===== config.mk =====
export PLATFORM = sky130hd
export DESIGN_NAME = asbp_ctrl
export DESIGN_NICKNAME = d
export VERILOG_FILES = /design/src/rtl/asbp_pkg.sv /design/src/rtl/asbp_timer.sv /design/src/rtl/asbp_ctrl.sv
export VERILOG_INCLUDE_DIRS = /design/src /design/src/rtl
export SDC_FILE = /design/constraint.sdc
export NUM_CORES = 1
export LEC_CHECK = 0
export ABC_AREA = 1
export BUFFER_PORTS_ARGS = -buffer_cell sky130_fd_sc_hd__buf_2
export CAP_MARGIN = 20
export CORE_ASPECT_RATIO = 1.4
export CORE_UTILIZATION = 55
export CTS_CLUSTER_SIZE = 14
export DETAILED_ROUTE_END_ITERATION = 7
export PLACE_DENSITY_LB_ADDON = 0.05
export SLEW_MARGIN = 20
export SYNTH_ARGS = -nofsm -noshare
export SYNTH_HDL_FRONTEND = slang
export SYNTH_SLANG_ARGS = --single-unit

===== constraint.sdc =====
create_clock -name clock -period 2.7 [get_ports clock]
set_input_delay 0.135 -clock clock [delete_from_list [all_inputs] [get_ports clock]]
set_output_delay 0.135 -clock clock [all_outputs]
set_load 0.01 [all_outputs]

===== src/rtl/asbp_consts.svh =====
// Timing and geometry constants for the async SRAM byte port controller
`ifndef ASBP_CONSTS_SVH
`define ASBP_CONSTS_SVH
`define ASBP_ADDR_W 19
`define ASBP_DATA_W 8
`define ASBP_CLK_PERIOD_NS 50
`define ASBP_POWERUP_WAIT_NS 1000
`define ASBP_READ_CYCLE_MIN_NS 25
`define ASBP_SELECT_TO_DATA_VALID_NS 25
`define ASBP_WRITE_PULSE_MIN_NS 15
`define ASBP_WRITE_DATA_SETUP_NS 10
`define ASBP_WRITE_LOW_TO_RELEASE_NS 10
`define ASBP_CNT_W 8
`define ASBP_CYCLES_MIN(ns) \
	(((ns) + `ASBP_CLK_PERIOD_NS - 1) / `ASBP_CLK_PERIOD_NS)
`endif


===== src/rtl/asbp_pkg.sv =====
// Types shared by the async SRAM byte port controller
package asbp_pkg;
	typedef struct packed
	{
		logic write;
		logic [18:0] addr;
		logic [7:0] wdata;
	} asbp_req_type;

	typedef struct packed
	{
		logic chip_select_n;
		logic output_enable_n;
		logic write_enable_n;
	} asbp_ctl_type;

	typedef enum logic [4:0]
	{
		ASBP_POWERUP = 5'b0_0001,
		ASBP_IDLE = 5'b0_0010,
		ASBP_READ = 5'b0_0100,
		ASBP_WRITE = 5'b0_1000,
		ASBP_RECOVER = 5'b1_0000
	} asbp_state_type;
endpackage


===== src/rtl/asbp_timer.sv =====
// Down counter used to hold each read or write strobe for a fixed cycle count
module asbp_timer #(
	parameter int WIDTH = 8
) (
	input wire logic clock,
	input wire logic resetn,
	input wire logic load,
	input wire logic [WIDTH-1:0] count,
	output logic done
);
	logic [WIDTH-1:0] count_r;

	// Load on request, otherwise count down to zero
	always_ff @(posedge clock or negedge resetn)
	begin
		if (!resetn)
			count_r <= '0;
		else if (load)
			count_r <= count;
		else if (count_r != '0)
			count_r <= count_r - 1'b1;
	end

	assign done = (count_r == '0) && !load;
endmodule


===== src/rtl/asbp_ctrl.sv =====
// Host controller driving an asynchronous 512K x 8 static RAM
`include "asbp_consts.svh"
module asbp_ctrl #(
	parameter int POWERUP_CYCLES =
		`ASBP_CYCLES_MIN(`ASBP_POWERUP_WAIT_NS)
) (
	input wire logic clock,
	input wire logic resetn,
	input wire asbp_pkg::asbp_req_type req,
	input wire logic req_valid,
	output logic req_ready,
	output logic [7:0] rdata,
	output logic rdata_valid,
	output logic [18:0] address_lines,
	output asbp_pkg::asbp_ctl_type ctl,
	input wire logic [7:0] data_lines_in,
	output logic [7:0] data_lines_out,
	output logic data_lines_oe
);
	import asbp_pkg::*;

	// Read strobe covers read cycle and select-to-data time
	localparam int RD_CYC = `ASBP_CYCLES_MIN(
		`ASBP_READ_CYCLE_MIN_NS > `ASBP_SELECT_TO_DATA_VALID_NS ?
		`ASBP_READ_CYCLE_MIN_NS : `ASBP_SELECT_TO_DATA_VALID_NS);
	// Write strobe covers release plus set-up, and the pulse minimum
	localparam int WR_NS = `ASBP_WRITE_LOW_TO_RELEASE_NS +
		`ASBP_WRITE_DATA_SETUP_NS;
	localparam int WR_CYC = `ASBP_CYCLES_MIN(
		WR_NS > `ASBP_WRITE_PULSE_MIN_NS ?
		WR_NS : `ASBP_WRITE_PULSE_MIN_NS);
	// Timer load is one less than the strobe length in cycles
	localparam int CNT_W = `ASBP_CNT_W;
	localparam logic [CNT_W-1:0] RD_LOAD = CNT_W'(RD_CYC - 1);
	localparam logic [CNT_W-1:0] WR_LOAD = CNT_W'(WR_CYC - 1);
	// Power-up counter sized to hold its load
	localparam int PU_W = $clog2(POWERUP_CYCLES + 1);
	localparam logic [PU_W-1:0] PU_LOAD = PU_W'(POWERUP_CYCLES);

	asbp_state_type state_r;
	asbp_state_type state_nxt;
	logic [PU_W-1:0] pu_cnt_r;
	logic [7:0] sync1_r;
	logic [7:0] sync2_r;
	logic timer_load;
	logic [`ASBP_CNT_W-1:0] timer_count;
	logic timer_done;
	logic take;
	// Read tracking across the recover cycle
	logic rd_pend_r;
	logic rd_cap_r;

	// Phase timer for read and write pulses
	// A zero load still gives one strobe cycle
	asbp_timer #(
		.WIDTH(`ASBP_CNT_W)
	) u_timer (
		.clock(clock),
		.resetn(resetn),
		.load(timer_load),
		.count(timer_count),
		.done(timer_done)
	);

	// Power-up wait before first access
	// Requests are refused until this reaches zero
	always_ff @(posedge clock or negedge resetn)
	begin
		if (!resetn)
			pu_cnt_r <= PU_LOAD;
		else if (pu_cnt_r != '0)
			pu_cnt_r <= pu_cnt_r - 1'b1;
	end

	// Ready only in idle; a take starts the access
	assign req_ready = (state_r == ASBP_IDLE);
	assign take = req_ready && req_valid;
	// Each take restarts the phase timer
	assign timer_load = take;
	assign timer_count = req.write ? WR_LOAD : RD_LOAD;

	// Access sequencing
	// Recover cycle keeps strobes at least a read cycle apart
	always_comb
	begin
		state_nxt = state_r;
		unique case (state_r)
			ASBP_POWERUP:
				if (pu_cnt_r == '0)
					state_nxt = ASBP_IDLE;
			ASBP_IDLE:
				if (take)
					state_nxt = req.write ? ASBP_WRITE : ASBP_READ;
			ASBP_READ:
				if (timer_done)
					state_nxt = ASBP_RECOVER;
			ASBP_WRITE:
				if (timer_done)
					state_nxt = ASBP_RECOVER;
			ASBP_RECOVER:
				state_nxt = ASBP_IDLE;
			default:
				state_nxt = ASBP_POWERUP;
		endcase
	end

	// State register
	always_ff @(posedge clock or negedge resetn)
	begin
		if (!resetn)
			state_r <= ASBP_POWERUP;
		else
			state_r <= state_nxt;
	end

	// Address and write data held for the whole access
	// Held until the next take, steady through the strobe
	always_ff @(posedge clock or negedge resetn)
	begin
		if (!resetn)
		begin
			address_lines <= '0;
			data_lines_out <= '0;
		end
		else if (take)
		begin
			address_lines <= req.addr;
			data_lines_out <= req.wdata;
		end
	end

	// Pin controls; write ends by raising enable and select together
	// Joint rise keeps the device from driving after a write
	always_ff @(posedge clock or negedge resetn)
	begin
		if (!resetn)
		begin
			ctl <= '{1'b1, 1'b1, 1'b1};
			data_lines_oe <= 1'b0;
		end
		else
		begin
			ctl.chip_select_n <= !(state_nxt == ASBP_READ ||
				state_nxt == ASBP_WRITE);
			ctl.output_enable_n <= !(state_nxt == ASBP_READ);
			ctl.write_enable_n <= !(state_nxt == ASBP_WRITE);
			// Drive only in write, OE held high so device floats
			data_lines_oe <= (state_nxt == ASBP_WRITE);
		end
	end

	// Data pins pass two flip-flops before use
	// Only sync2_r reads sync1_r
	always_ff @(posedge clock or negedge resetn)
	begin
		if (!resetn)
		begin
			sync1_r <= '0;
			sync2_r <= '0;
		end
		else
		begin
			sync1_r <= data_lines_in;
			sync2_r <= sync1_r;
		end
	end

	// Read strobe ended last edge; byte reaches sync2_r at this one
	always_ff @(posedge clock or negedge resetn)
	begin
		if (!resetn)
			rd_cap_r <= 1'b0;
		else
			rd_cap_r <= (state_r == ASBP_RECOVER) && rd_pend_r;
	end

	// Capture read byte once it has passed both flip-flops
	always_ff @(posedge clock or negedge resetn)
	begin
		if (!resetn)
		begin
			rdata <= '0;
			rdata_valid <= 1'b0;
		end
		else
		begin
			rdata_valid <= rd_cap_r;
			if (rd_cap_r)
				rdata <= sync2_r;
		end
	end

	// Remembers that the current access is a read
	always_ff @(posedge clock or negedge resetn)
	begin
		if (!resetn)
			rd_pend_r <= 1'b0;
		else if (take)
			rd_pend_r <= !req.write;
	end
endmodule


Word-level counts from Yosys, hierarchy flattened
Cells that the tools add are included.
Storage, ports and cells
  RAM bits: 0
  latch bits: 0
  ROM bits: 0
  register bits: 76
  logic and storage cells: 46
  bits of input ports: 39
  output and inout bits: 41
  memories: 0
Cells by class
  order comparisons: 0
  reductions and logical operators: 15
  div/mod/pow operators: 0
  $mul: 0
  bitwise logic cells: 0
  multiplexer cells: 7
  shift operators: 0
  add/sub/neg operators: 2
  eq/ne operators: 7
Operator list (number)
  $pmux W5 S4: 1
  $mux W8: 2
  $mux W5: 3
  $eq A5 B3 Y1 const B: 2
  $eq A5 B4 Y1 const B: 2
  $logic_not A8 Y1: 1
  $reduce_bool A8 Y1: 1
  $sub A8 B1 Y8 const B: 1
  $eq A5 B1 Y1 const B: 1
  $eq A5 B2 Y1 const B: 1
  $eq A5 B5 Y1 const B: 1
  $logic_not A1 Y1: 5
  $logic_not A5 Y1: 1
  $reduce_bool A5 Y1: 1
  $sub A5 B1 Y5 const B: 1
  $mux W4: 1
  $logic_and A1 B1 Y1: 3
  $reduce_bool A2 Y1: 1
  $reduce_or A2 Y1: 1
  $logic_or A1 B1 Y1: 1

Depth between registers and ports, before layout
Gate-level depths: netlist (run 1).
  depth in word-level cells: 9
  mapped depth: 9
  mapped depth without buffers: 9

Hierarchy
From an unflattened synthesis (run 1), not the netlist that was laid out.
Unflattened totals
  cells, all modules: 312
  area, all modules: 3176.8 sq um
By module, submodules not included
  asbp_ctrl: seq. area each 1709.1 sq um, area each 2598.7 sq um, cells each 235, instances 1
  asbp_timer: seq. area each 200.2 sq um, area each 578.1 sq um, cells each 77, instances 1

Worst setup path before layout (run 1)
Ideal clock, no wire load.
  kind: register to register
  start point: reg u_timer.count_r[0]
  end point: reg ctl[2] in the netlist's numbering
  required time: 2.636 ns
  slack: 1.388 ns
  stages on the path, launching flop included: 9
  period minus slack after synthesis: 1.312 ns
  path buffers: 0
  arrival: 1.248 ns
  path through: dfrtp_1 -> inv_1 -> ha_1 -> nand3_1 -> nor2_4 -> nand2_4 -> nand3_1 -> nand2_2 -> nor2_2
Between the ends
  longest elaborated chain between the ends: 7
  elaborated cells between the ends (all ways): 8
  those cells by class: eq/ne: 2; mux: 2; reduce/logical: 4
RTL lines
  from (decl): line asbp_timer.sv:11  | logic [WIDTH-1:0] count_r;
  from (signal assigned): line asbp_timer.sv:19  | count_r <= count;
  from (signal assigned): line asbp_timer.sv:21  | count_r <= count_r - 1'b1;
  $logic_not A8 Y1 (*): line asbp_timer.sv:24  | assign done = (count_r == '0) && !load;
  $logic_and A1 B1 Y1 (*): line asbp_timer.sv:24
  $mux W5 (*): line asbp_ctrl.sv:95, asbp_ctrl.sv:98
  $pmux W5 S4 (*): line asbp_ctrl.sv:87  | unique case (state_r)
  net state_nxt[3]: line asbp_ctrl.sv:41  | asbp_state_type state_nxt;
  $eq A5 B3 Y1 or $eq A5 B4 Y1 (tied branches): line asbp_ctrl.sv:143, asbp_ctrl.sv:144
  $logic_or A1 B1 Y1 (*): line asbp_ctrl.sv:143  | ctl.chip_select_n <= !(state_nxt == ASBP_READ ||
  $logic_not A1 Y1 (*): line asbp_ctrl.sv:143
  to (signal assigned): line asbp_ctrl.sv:138  | ctl <= '{1'b1, 1'b1, 1'b1};
  to (decl): line asbp_ctrl.sv:15  | output asbp_pkg::asbp_ctl_type ctl,
The timed path passes the listed nets; every way through them passes the cells marked *.
A chain may end at the register's enable or synchronous reset.

Final worst setup path (run 1)
  start point: reg state_r[0]
  end point: reg ctl[1] in the netlist's numbering
Between the ends
  longest elaborated chain between the ends: 8
  elaborated cells between the ends (all ways): 15
  those cells by class: eq/ne: 6; mux: 4; reduce/logical: 5
RTL lines
  from (decl): line asbp_ctrl.sv:40  | asbp_state_type state_r;
  from (signal assigned): line asbp_ctrl.sv:113  | state_r <= state_nxt;
  $eq A5 B2 Y1: line asbp_ctrl.sv:76, asbp_ctrl.sv:87
  $logic_and A1 B1 Y1: line asbp_ctrl.sv:77  | assign take = req_ready && req_valid;
  $logic_not A1 Y1: line asbp_timer.sv:24
  $logic_and A1 B1 Y1: line asbp_timer.sv:24
  $mux W5: line asbp_ctrl.sv:95, asbp_ctrl.sv:98
  $pmux W5 S4 (*): line asbp_ctrl.sv:87
  net state_nxt[2]: line asbp_ctrl.sv:41
  $eq A5 B3 Y1 (*): line asbp_ctrl.sv:145  | ctl.output_enable_n <= !(state_nxt == ASBP_READ);
  $logic_not A1 Y1 (*): line asbp_ctrl.sv:145
Marked as above.

==> qor.csv, run 1 <==
metric,value,unit
antennaDiodeCount,0,
status,completed,
grt_usage,23.28,%
synth-async-reset-ratio,100.0,%
first_pass_iters,4,
fp.dieArea,5571,sq um
p_leak,2.103,nW
synth_area,2900,sq um
crit_type,reg -> reg,
die_h,87.92,um
synth_edf_count,0,
hp-class,in -> reg,
cp_slowest_cell,dfstp_2,
insertion_delay,0.35,ns
critPathBufInv,2,
drt-wirelength-per-cell,12.84,um
setup_viol,0,
htreeDepth,3,
cp_common_cell,nand2_2,
drive_above_1_share,30.50,%
ant_nets,0,
num_vias,2245,
yosysMostFrequentCell,nand2_1,
port_buffers,79,
hpwl,3.497,mm
critPathLaunchType,register,
dr.first_iter.drc_count,86,
die_w,63.37,um
crit_required,2.99,ns
crit_path_max_fanout,33,
synth_warnings,0,
cts_tree,yes,
antenna_found_initial,0,
synth_cell_types,26,
rsz0062_at_grt,false,
post_cts_resized,0,
nets,438,
power_density,891.7,nW/um^2
ys_seq_area_share,65.83,%
fmax,633.8,MHz
gp_congestion,0.7601,
endpoint_kind,register,
yosys.area.top_type,dfrtp_1,
period_minus_slack,1.578,ns
synthTopCellsByCount,"93 x nand2_1, 70 x dfrtp_1, 24 x inv_1",
grt-ovfl-total,0,
yosysTopAreaCellShare,60.40,%
grt_max_degree,77,
cpPeakStageDelay,0.56,ns
clk_pin_slew,0.08,ns
clockBufferDepth,2,
viasPerCell,4.838,
drcViolationCount,0,
fin_worst_skew,0.009514,ns
crit_family,flip-flops,
cts_buffers,9,
grt_pass1_wl,9.584,mm
syn_avg_cell_area,10.55,sq um
max_slew_margin,39.75,%
n_fill_cell,348,
syn_nets,318,
period_share,58.44,%
setup_tns,0,ns
hold_viol,0,
ios,80,
drv_slew,0,
cts.root.buffer_cell,clkbuf_8,
start_util,58.54,%
worst_slew_pin_slew,0.9037,ns
core,4955,sq um
synthCells,275,
finalWirelength,5.958,mm
ys.flop_type,dfrtp_1,
syn_to_final_growth,34.21,%
crit_chain,nor2_2 > nand4_4 > clkinv_2 > nand2_2 > nand2_1 > nand2_2 > inv_1,
ir_drop,614.5,uV
max_cap_violations,0,
grt_pass1_vias,2172,
synthTopCellsByArea,"dfrtp_1 60%, nand2_1 12%, dfstp_2 5.4%",
fp-row-count,30,
fin_util,78.56,%
cts.sinks,76,
arrival,1.87,ns
yosys_register_bits,76,
==> area by class of cell <==
class / count / area, sq um / share of cell area, %
Clock inverter: 7 / 61.31 / 1.575
Clock buffer: 9 / 123.9 / 3.182
Inverter: 25 / 95.09 / 2.443
Tap cell: 64 / 80.08 / 2.057
Timing Repair Buffer: 116 / 765.7 / 19.67
Multi-Input combinational cell: 167 / 857.1 / 22.02
Sequential cell: 76 / 1909 / 49.05
==> power breakdown <==
part	internal, mW	switching [mW]
registers	1.45	0.166
logic	0.437	0.624
clock network	0.347	0.451
==> final timing paths <==
check	start	to	slack (ns)	depth (start not counted)
setup / recovery	state_r[0]$_DFF_PN1_	ctl[1]$_DFF_PN1_	1.12	7
hold / removal	req[27]	data_lines_oe$_DFF_PN0_	0.04	3
setup reg to reg	state_r[0]$_DFF_PN1_	ctl[1]$_DFF_PN1_	1.12	7
hold reg to reg	sync1_r[2]$_DFF_PN0_	sync2_r[2]$_DFF_PN0_	0.35	0
max in group asynchronous	resetn	sync1_r[1]$_DFF_PN0_	1.67	2
min in group asynchronous	resetn	rd_pend_r$_DFFE_PN0P_	0.45	2
==> tightest hold or removal path, delay by kind of cell <==
kind                   cells  cell delay [ns]
buffers and inverters      1             0.08
and+or+nand+nor            2             0.13
==> cells in the final DEF (no fill, tap or decap), drive strengths merged <==
cell and n:
a21o 1, a21oi 4, buf 80, clkbuf 9, clkinv 4, clkinvlp 2, dfrtp 70, dfstp 6
dlygate4sd3 36, ha 4, inv 26, mux2 8, nand2 97, nand3 11, nand4 6, nor2 19
nor3 3, nor4 1, o21ai 8, o221ai 1, o31ai 1, xor2 3
==> state kept, by name, indices dropped and copies added, names as in the netlist <==
signal           flops
ctl                  3
rdata                8
u_timer.count_r      8
sync2_r              8
sync1_r              8
rd_pend_r            1
rdata_valid          1
pu_cnt_r             5
data_lines_oe        1
data_lines_out       8
rd_cap_r             1
address_lines       19
state_r              5
==> metal layers <==
metal	global-route usage, %	wire [um]	vias to the layer above
li1	-	-	1107
met1	26.56	2392	1057
met2	39.17	3129	67
met3	5.469	254	14
met4	15.29	181	0
met5	0	0	-
==> through the flow <==
step / instance area, sq um / instances / setup WS [ns] / hold WS [ns] / power [mW]
after global routing: 3892 / 464 / 1.010 / 0.05035 / 3.708
after global placement: 3347 / 412 / 1.162 / 0.2430 / 2.605
final: 3892 / 464 / 1.122 / 0.04399 / 3.471
after detailed placement: 3347 / 412 / 1.139 / 0.2447 / 2.638
after CTS: 3892 / 464 / 1.121 / 0.02531 / 3.477
after floorplan: 2900 / 275 / 1.388 / -0.1606 / 2.270
==> kinds of logic after synthesis <==
group,after synthesis,synth area share (%)
AO/OA/AOI/OAI,15,3.063
XOR/XNOR,3,0.9061
adder cells (fa/ha/maj),4,1.726
buffers and inverters,32,4.616
flip-flops,76,65.83
multiplexers,8,3.106
AND/OR/NAND/NOR,137,20.75
==> what timing repair did <==
| item | CTS | global route |
|---|---|---|
| buffers inserted | 0 | 0 |
| hold endpoints to repair | 105 | 0 |
| hold buffers | 36 | 0 |
Note: power is estimated with default switching activity, not from simulation.
==> run 2, diff against run 1 <==
Settings changed: CORE_UTILIZATION 55 to 51.
Clock period 2.7 ns to 1.56 ns, I/O delays scaled along.
==> run 2 against run 1 <==
- worst hold slack lost 0.013 ns
- via count is 0.13% higher
- combinational power rose by 80%
- worst setup slack got worse by 0.97 ns
==> qor.csv, run 2 (synthesized netlist as in run 1, its figures left out) <==
metric,value,unit,change
num_vias,2248,,+0.13%
status,completed,,
largest_reg_flops,19,,unchanged
setup_tns,0,ns,unchanged
ios,80,,unchanged
viasPerCell,4.723,,-2.4%
mostFrequentLayoutCell,nand2_1,,
htreeDepth,3,,unchanged
gp_congestion,0.7962,,+4.7%
placed_cell_area,3430,sq um,+2.5%
period_minus_slack,1.410,ns,
crit_path_max_fanout,6,,-82%
endpoint_kind,primary output,,
insertion_delay,0.35,ns,about the same
cts_tree,yes,,
worst_slew_pin_slew,0.4445,ns,-0.4592 ns
finalWirelength,6.116,mm,+2.7%
core,5485,sq um,+11%
post_cts_resized,0,,unchanged
drv_slew,0,,unchanged
arrival,1.33,ns,-0.54 ns
hpwl,3.929,mm,+12%
grt-ovfl-total,0,,unchanged
hold-worst-slack,0.03103,ns,-0.01296 ns
largest-register,address_lines,,
die_h,91.23,um,+3.8%
clk_pin_slew,0.08,ns,about the same
antennaDiodeCount,0,,unchanged
cts.root.buffer_cell,clkbuf_8,,
grt_pass1_wl,10.38,mm,+8.3%
stdcell_area,4005,sq um,+2.9%
crit_required,1.48,ns,-1.51 ns
rsz0062_at_grt,false,,
cts.sinks,76,,unchanged
first_pass_iters,4,,unchanged
port_buffers,79,,unchanged
crit_type,reg -> out,,
clockBufferDepth,2,,unchanged
fp.dieArea,5997,sq um,+7.6%
drt-wirelength-per-cell,12.85,um,about the same
start_util,52.87,%,-5.7 points
power,6.232,mW,+80%
antenna_found_initial,0,,unchanged
fmax,709.2,MHz,
grt_pass1_vias,2337,,+7.6%
ant_nets,0,,unchanged
syn_to_final_growth,38.09,%,
grt_usage,23.30,%,about the same
critPathLaunchType,register,,
ir_drop,1015,uV,+65%
power_density,1556,nW/um^2,+75%
layout_common_cells,"93 x nand2_1, 78 x buf_2, 70 x dfrtp_1, 37 x dlygate4sd3_1, 24 x inv_1",,
fin_worst_skew,0.01166,ns,+0.002150 ns
setup_viol,0,,unchanged
dr.first_iter.drc_count,128,,+49%
cts_buffers,9,,unchanged
max_slew_margin,70.37,%,+31 points
die_w,65.74,um,+3.7%
p_leak,2.163,nW,+2.8%
hold_viol,0,,unchanged
n_fill_cell,409,,+18%
period_share,90.39,%,
nets,446,,+1.8%
fp-row-count,32,,+6.7%
hp-class,in -> reg,,
max_cap_violations,0,,unchanged
drive_above_1_share,31.62,%,+1.1 points
drcViolationCount,0,,unchanged
grt_max_degree,35,,-55%
fin_util,73.02,%,-5.5 points
## run 2: cell types whose count changed in the layout (fill, tap and decap cells not counted)
| cell | change |
|---|---|
| buf_12 | +2 |
| buf_4 | +5 |
| bufinv_16 | +1 |
| clkinv_4 | -2 |
| clkinvlp_4 | -1 |
| dlygate4sd3_1 | +1 |
| inv_6 | +3 |
| inv_8 | -1 |
## run 2: power breakdown
part,total (mW),internal [mW],leakage [nW],switching [mW]
Combinational,1.91,0.818,1.11,1.09
Sequential,2.79,2.50,0.948,0.289
Clock,1.53,0.763,0.101,0.770
Total,6.23,4.08,2.16,2.15
## run 2: what timing repair did
item / in CTS / in global routing
hold buffers: 37 / 0
hold endpoints to repair: 70 / 0
buffers inserted: 0 / 0
## run 2: metal layers
layer | global-route usage (%) | share of wire, % | up-vias
met4 | 14.31 | 2.9 | 0
li1 | - | - | 1112
met1 | 25.95 | 40 | 1055
met3 | 3.392 | 3.3 | 17
met5 | 0 | 0 | -
met2 | 40.39 | 53 | 64
## run 2: path summary, 6_finish.rpt
kind,from,cells after the start,end,slack [ns]
worst max-delay path,state_r[3]$_DFF_PN0_,4,req_ready,0.15
worst min-delay path,req_valid,2,state_r[1]$_DFF_PN0_,0.03
worst max register to register,u_timer.count_r[1]$_DFFE_PN0N_,8,ctl[2]$_DFF_PN1_,0.18
worst min register to register,sync1_r[3]$_DFF_PN0_,0,sync2_r[3]$_DFF_PN0_,0.36
max in group asynchronous,resetn,3,address_lines[14]$_DFFE_PN0P_,0.82
min in group asynchronous,resetn,2,pu_cnt_r[3]$_DFFE_PN0N_,0.21
## run 2: critical path, stage by stage, from the launching register on
cell and delay, ns:
dfrtp_1 0.42, nor2_4 0.20, nand3_1 0.16, inv_1 0.08, buf_2 0.12
## run 2: cell type report
cell class,count,area (sq um),share of cell area (%)
multi-input combinational,167,857.1,21.40
clock inverter,7,81.33,2.031
sequential,76,1909,47.67
timing repair buffer,124,853.3,21.31
clock buffer,9,123.9,3.093
tap,68,85.08,2.124
inverter,25,95.09,2.374
## run 2: through the flow
| step | setup WS, ns | instances |
|---|---|---|
| finish | 0.1499 | 476 |
| global route | 0.02992 | 476 |
| CTS | 0.1303 | 476 |
| detailed placement | 0.1856 | 423 |
| global placement | 0.2495 | 423 |
| floorplan | 0.2478 | 275 |
==> run 3, diff against run 2 <==
Settings changed: ABC_AREA 1 to not set, CORE_UTILIZATION 51 to 52, GPL_TIMING_DRIVEN set to 0, SYNTH_HIERARCHICAL set to 1.
==> run 3 against run 2 <==
- area after synthesis up 7.9%
- register-to-register slack worse by 0.47 ns
- clock power down 3%
- critical path depth up 3
- the flow now finishes with violations (setup timing)
- die area up 5.7%
- cell area up 14%
- critical path type is now reg -> reg
- synthesized cell count down 25%
- wire length up 8.9%
==> qor.csv, run 3 <==
metric,value,unit,change
fmax,540.5,MHz,-24%
fin_ws,-0.2901,ns,-0.4400 ns
drive_above_1_share,51.09,%,+19 points
crit_path_end,state_r[3]$_DFF_PN0_,,
synth_cell_types,41,,+58%
period_share,118.6,%,+28 points
synth_edf_count,0,,unchanged
yosysTopAreaCellShare,55.98,%,-4.4 points
antenna_found_initial,0,,unchanged
yosys.area.top_type,dfrtp_1,,
layout_common_cells,"78 x buf_2, 70 x dfrtp_1, 37 x dlygate4sd3_1, 27 x mux2_4, 14 x buf_4",,
fin_util,78.12,%,+5.1 points
cts_tree,yes,,
grt_usage,21.67,%,-1.6 points
endpoint_kind,register,,
start_util,53.75,%,+0.88 points
grt_max_degree,58,,+66%
hp-class,in -> reg,,
setup_tns,-4.430,ns,-4.430 ns
crit_required,1.79,ns,+0.31 ns
ys.flop_type,dfrtp_1,,
dr.first_iter.drc_count,65,,-49%
rsz0062_at_grt,true,,
post-place-ws,-0.4258,ns,-0.6114 ns
arrival,2.08,ns,+0.75 ns
grt_pass1_vias,2166,,-7.3%
drcViolationCount,0,,unchanged
synthCells,205,,-25%
num_vias,2133,,-5.1%
insertion_delay,0.34,ns,about the same
fin_worst_skew,0.01128,ns,-0.0003805 ns
cts.root.buffer_cell,clkbuf_8,,
drt-wirelength-per-cell,15.28,um,+19%
ant_nets,0,,unchanged
crit_path_max_fanout,4,,-2
reg2regPathDepth,7,,-1
wl_met1,2.670,mm,+8.2%
largest_reg_flops,19,,unchanged
hold_viol,0,,unchanged
regToRegEndpoint,state_r[3]$_DFF_PN0_,,
critPathLaunchType,register,,
synthTopCellsByArea,"dfrtp_1 56%, mux2_4 12%, dfstp_2 5.0%",,
first_pass_iters,4,,unchanged
r2r_slack,-0.29,ns,-0.47 ns
setup_viol,34,,+34
ir_drop,1007,uV,-0.85%
gp_congestion,0.7092,,-11%
cts_buffers,9,,unchanged
core,5822,sq um,+6.1%
fp-row-count,33,,+3.1%
dr.max_layer_used,met4,,
n_fill_cell,362,,-11%
wl_met3,278,um,+38%
antennaDiodeCount,0,,unchanged
fp.dieArea,6336,sq um,+5.7%
max_cap_violations,0,,unchanged
synth-async-reset-ratio,100.0,%,unchanged
status,finished with violations,,
largest-register,address_lines,,
clk_pin_slew,0.08,ns,about the same
syn_avg_cell_area,15.26,sq um,+45%
violations,setup timing,,
p_leak,2.209,nW,+2.2%
nets,404,,-9.4%
grt-ovfl-total,0,,unchanged
drv_slew,0,,unchanged
ys_seq_area_share,61.02,%,-4.8 points
port_buffers,79,,unchanged
synthTopCellsByCount,"70 x dfrtp_1, 25 x mux2_4, 12 x nor2_1",,
finalWirelength,6.663,mm,+8.9%
clockBufferDepth,2,,unchanged
r2r-start,u_timer/count_r[1]$_DFFE_PN0N_,,
crit_type,reg -> reg,,
grt_pass1_wl,9.908,mm,-4.5%
ios,80,,unchanged
die_h,93.79,um,+2.8%
synth_area,3129,sq um,+7.9%
hpwl,3.726,mm,-5.2%
die_w,67.56,um,+2.8%
power_density,1572,nW/um^2,+1.0%
dr_wl_met2,3.580,mm,+9.6%
syn_to_final_growth,45.34,%,
synth_warnings,6,,+6
period_minus_slack,1.850,ns,+0.4400 ns
cts.sinks,76,,unchanged
mostFrequentLayoutCell,buf_2,,
startpoint,u_timer/count_r[1]$_DFFE_PN0N_,,
yosysMostFrequentCell,dfrtp_1,,
htreeDepth,3,,unchanged
yosys_register_bits,76,,unchanged
viasPerCell,4.892,,+3.6%
[run 3: cell count changes after synthesis, sizes merged, moves of 4 or more]
cell / previous run / this run
a21oi: 4 / 8
inv: 24 / 11
mux2: 8 / 36
mux2i: 0 / 7
nand2: 97 / 2
nand3: 11 / 2
nand4: 6 / 0
nor2: 19 / 13
nor3b: 0 / 4
o21ai: 8 / 1
xnor2: 0 / 6
[run 3: final cells by class]
| class | instances | area, sq um | share of cell area [%] |
|---|---|---|---|
| Buffer | 6 | 86.33 | 1.898 |
| Clock buffer | 9 | 123.9 | 2.724 |
| Clock inverter | 7 | 72.57 | 1.596 |
| Inverter | 11 | 46.29 | 1.018 |
| Multi-Input combinational cell | 119 | 1197 | 26.33 |
| Sequential cell | 76 | 1909 | 41.98 |
| Tap cell | 70 | 87.58 | 1.926 |
| Timing Repair Buffer | 138 | 1025 | 22.53 |
[run 3: critical path: stages (launching register included)]
cell and delay, ns:
dfrtp_1 0.39, inv_2 0.09, ha_4 0.13, or4b_4 0.47
nor3_4 0.25, nor4b_4 0.09, buf_4 0.16, a22o_1 0.17
[run 3: cells by family (layout without fill, tap and decap cells)]
kind of cell,count (synthesis),count (layout),synth area share (%)
AO/OA/AOI/OAI,20,20,4.238
flip-flops,76,76,61.02
buffers and inverters,17,171,3.999
other,1,8,0.1198
XOR/XNOR,8,8,2.239
AND/OR/NAND/NOR,36,36,8.597
multiplexers,43,43,18.19
adder cells (fa/ha/maj),4,4,1.599
[run 3: metal layers]
metal | global-route usage [%] | vias up
met2 | 36.39 | 53
met3 | 4.126 | 12
met5 | 0 | -
met4 | 12.06 | 0
met1 | 25.16 | 1058
li1 | - | 1010
[run 3: how the worst min path moves through the flow]
stage | from | endpoint | cells after the start | slack [ns]
6_report | req_valid | state_r[1]$_DFF_PN0_ | 4 | 0.13
5_1_grt | req_valid | state_r[1]$_DFF_PN0_ | 4 | 0.15
4_1_cts | req_valid | state_r[1]$_DFF_PN0_ | 4 | 0.12
3_5_place_dp | resetn | rdata[6]$_DFFE_PN0P_ | 1 | -0.02
3_3_place_gp | data_lines_in[6] | sync1_r[6]$_DFF_PN0_ | 1 | 0.19
2_1_floorplan | resetn | address_lines[0]$_DFFE_PN0P_ | 0 | -0.22
[run 3: repair_timing]
item,4_1_cts,5_1_grt
endpoints found under the hold margin,109,0
resized for setup,18,10
setup endpoints to repair,31,38
pin swaps,7,6
cloned,2,0
setup buffers,15,8
hold buffers,37,0
[run 3: through the flow]
| step | instances | power, mW | hold WS [ns] | area [sq um] |
|---|---|---|---|---|
| after floorplan | 212 | 4.436 | -0.2176 | 3159 |
| after global placement | 361 | 5.080 | 0.1872 | 3642 |
| after detailed placement | 362 | 5.161 | -0.01767 | 3672 |
| after CTS | 431 | 7.035 | 0.1175 | 4482 |
| after global routing | 436 | 7.557 | 0.1481 | 4548 |
| final | 436 | 7.151 | 0.1257 | 4548 |
[run 3: power by group]
group | switching, mW | internal (mW) | total [mW]
registers | 0.392 | 2.55 | 2.94
logic | 1.12 | 1.60 | 2.73
clock network | 0.739 | 0.744 | 1.48
total | 2.26 | 4.90 | 7.15
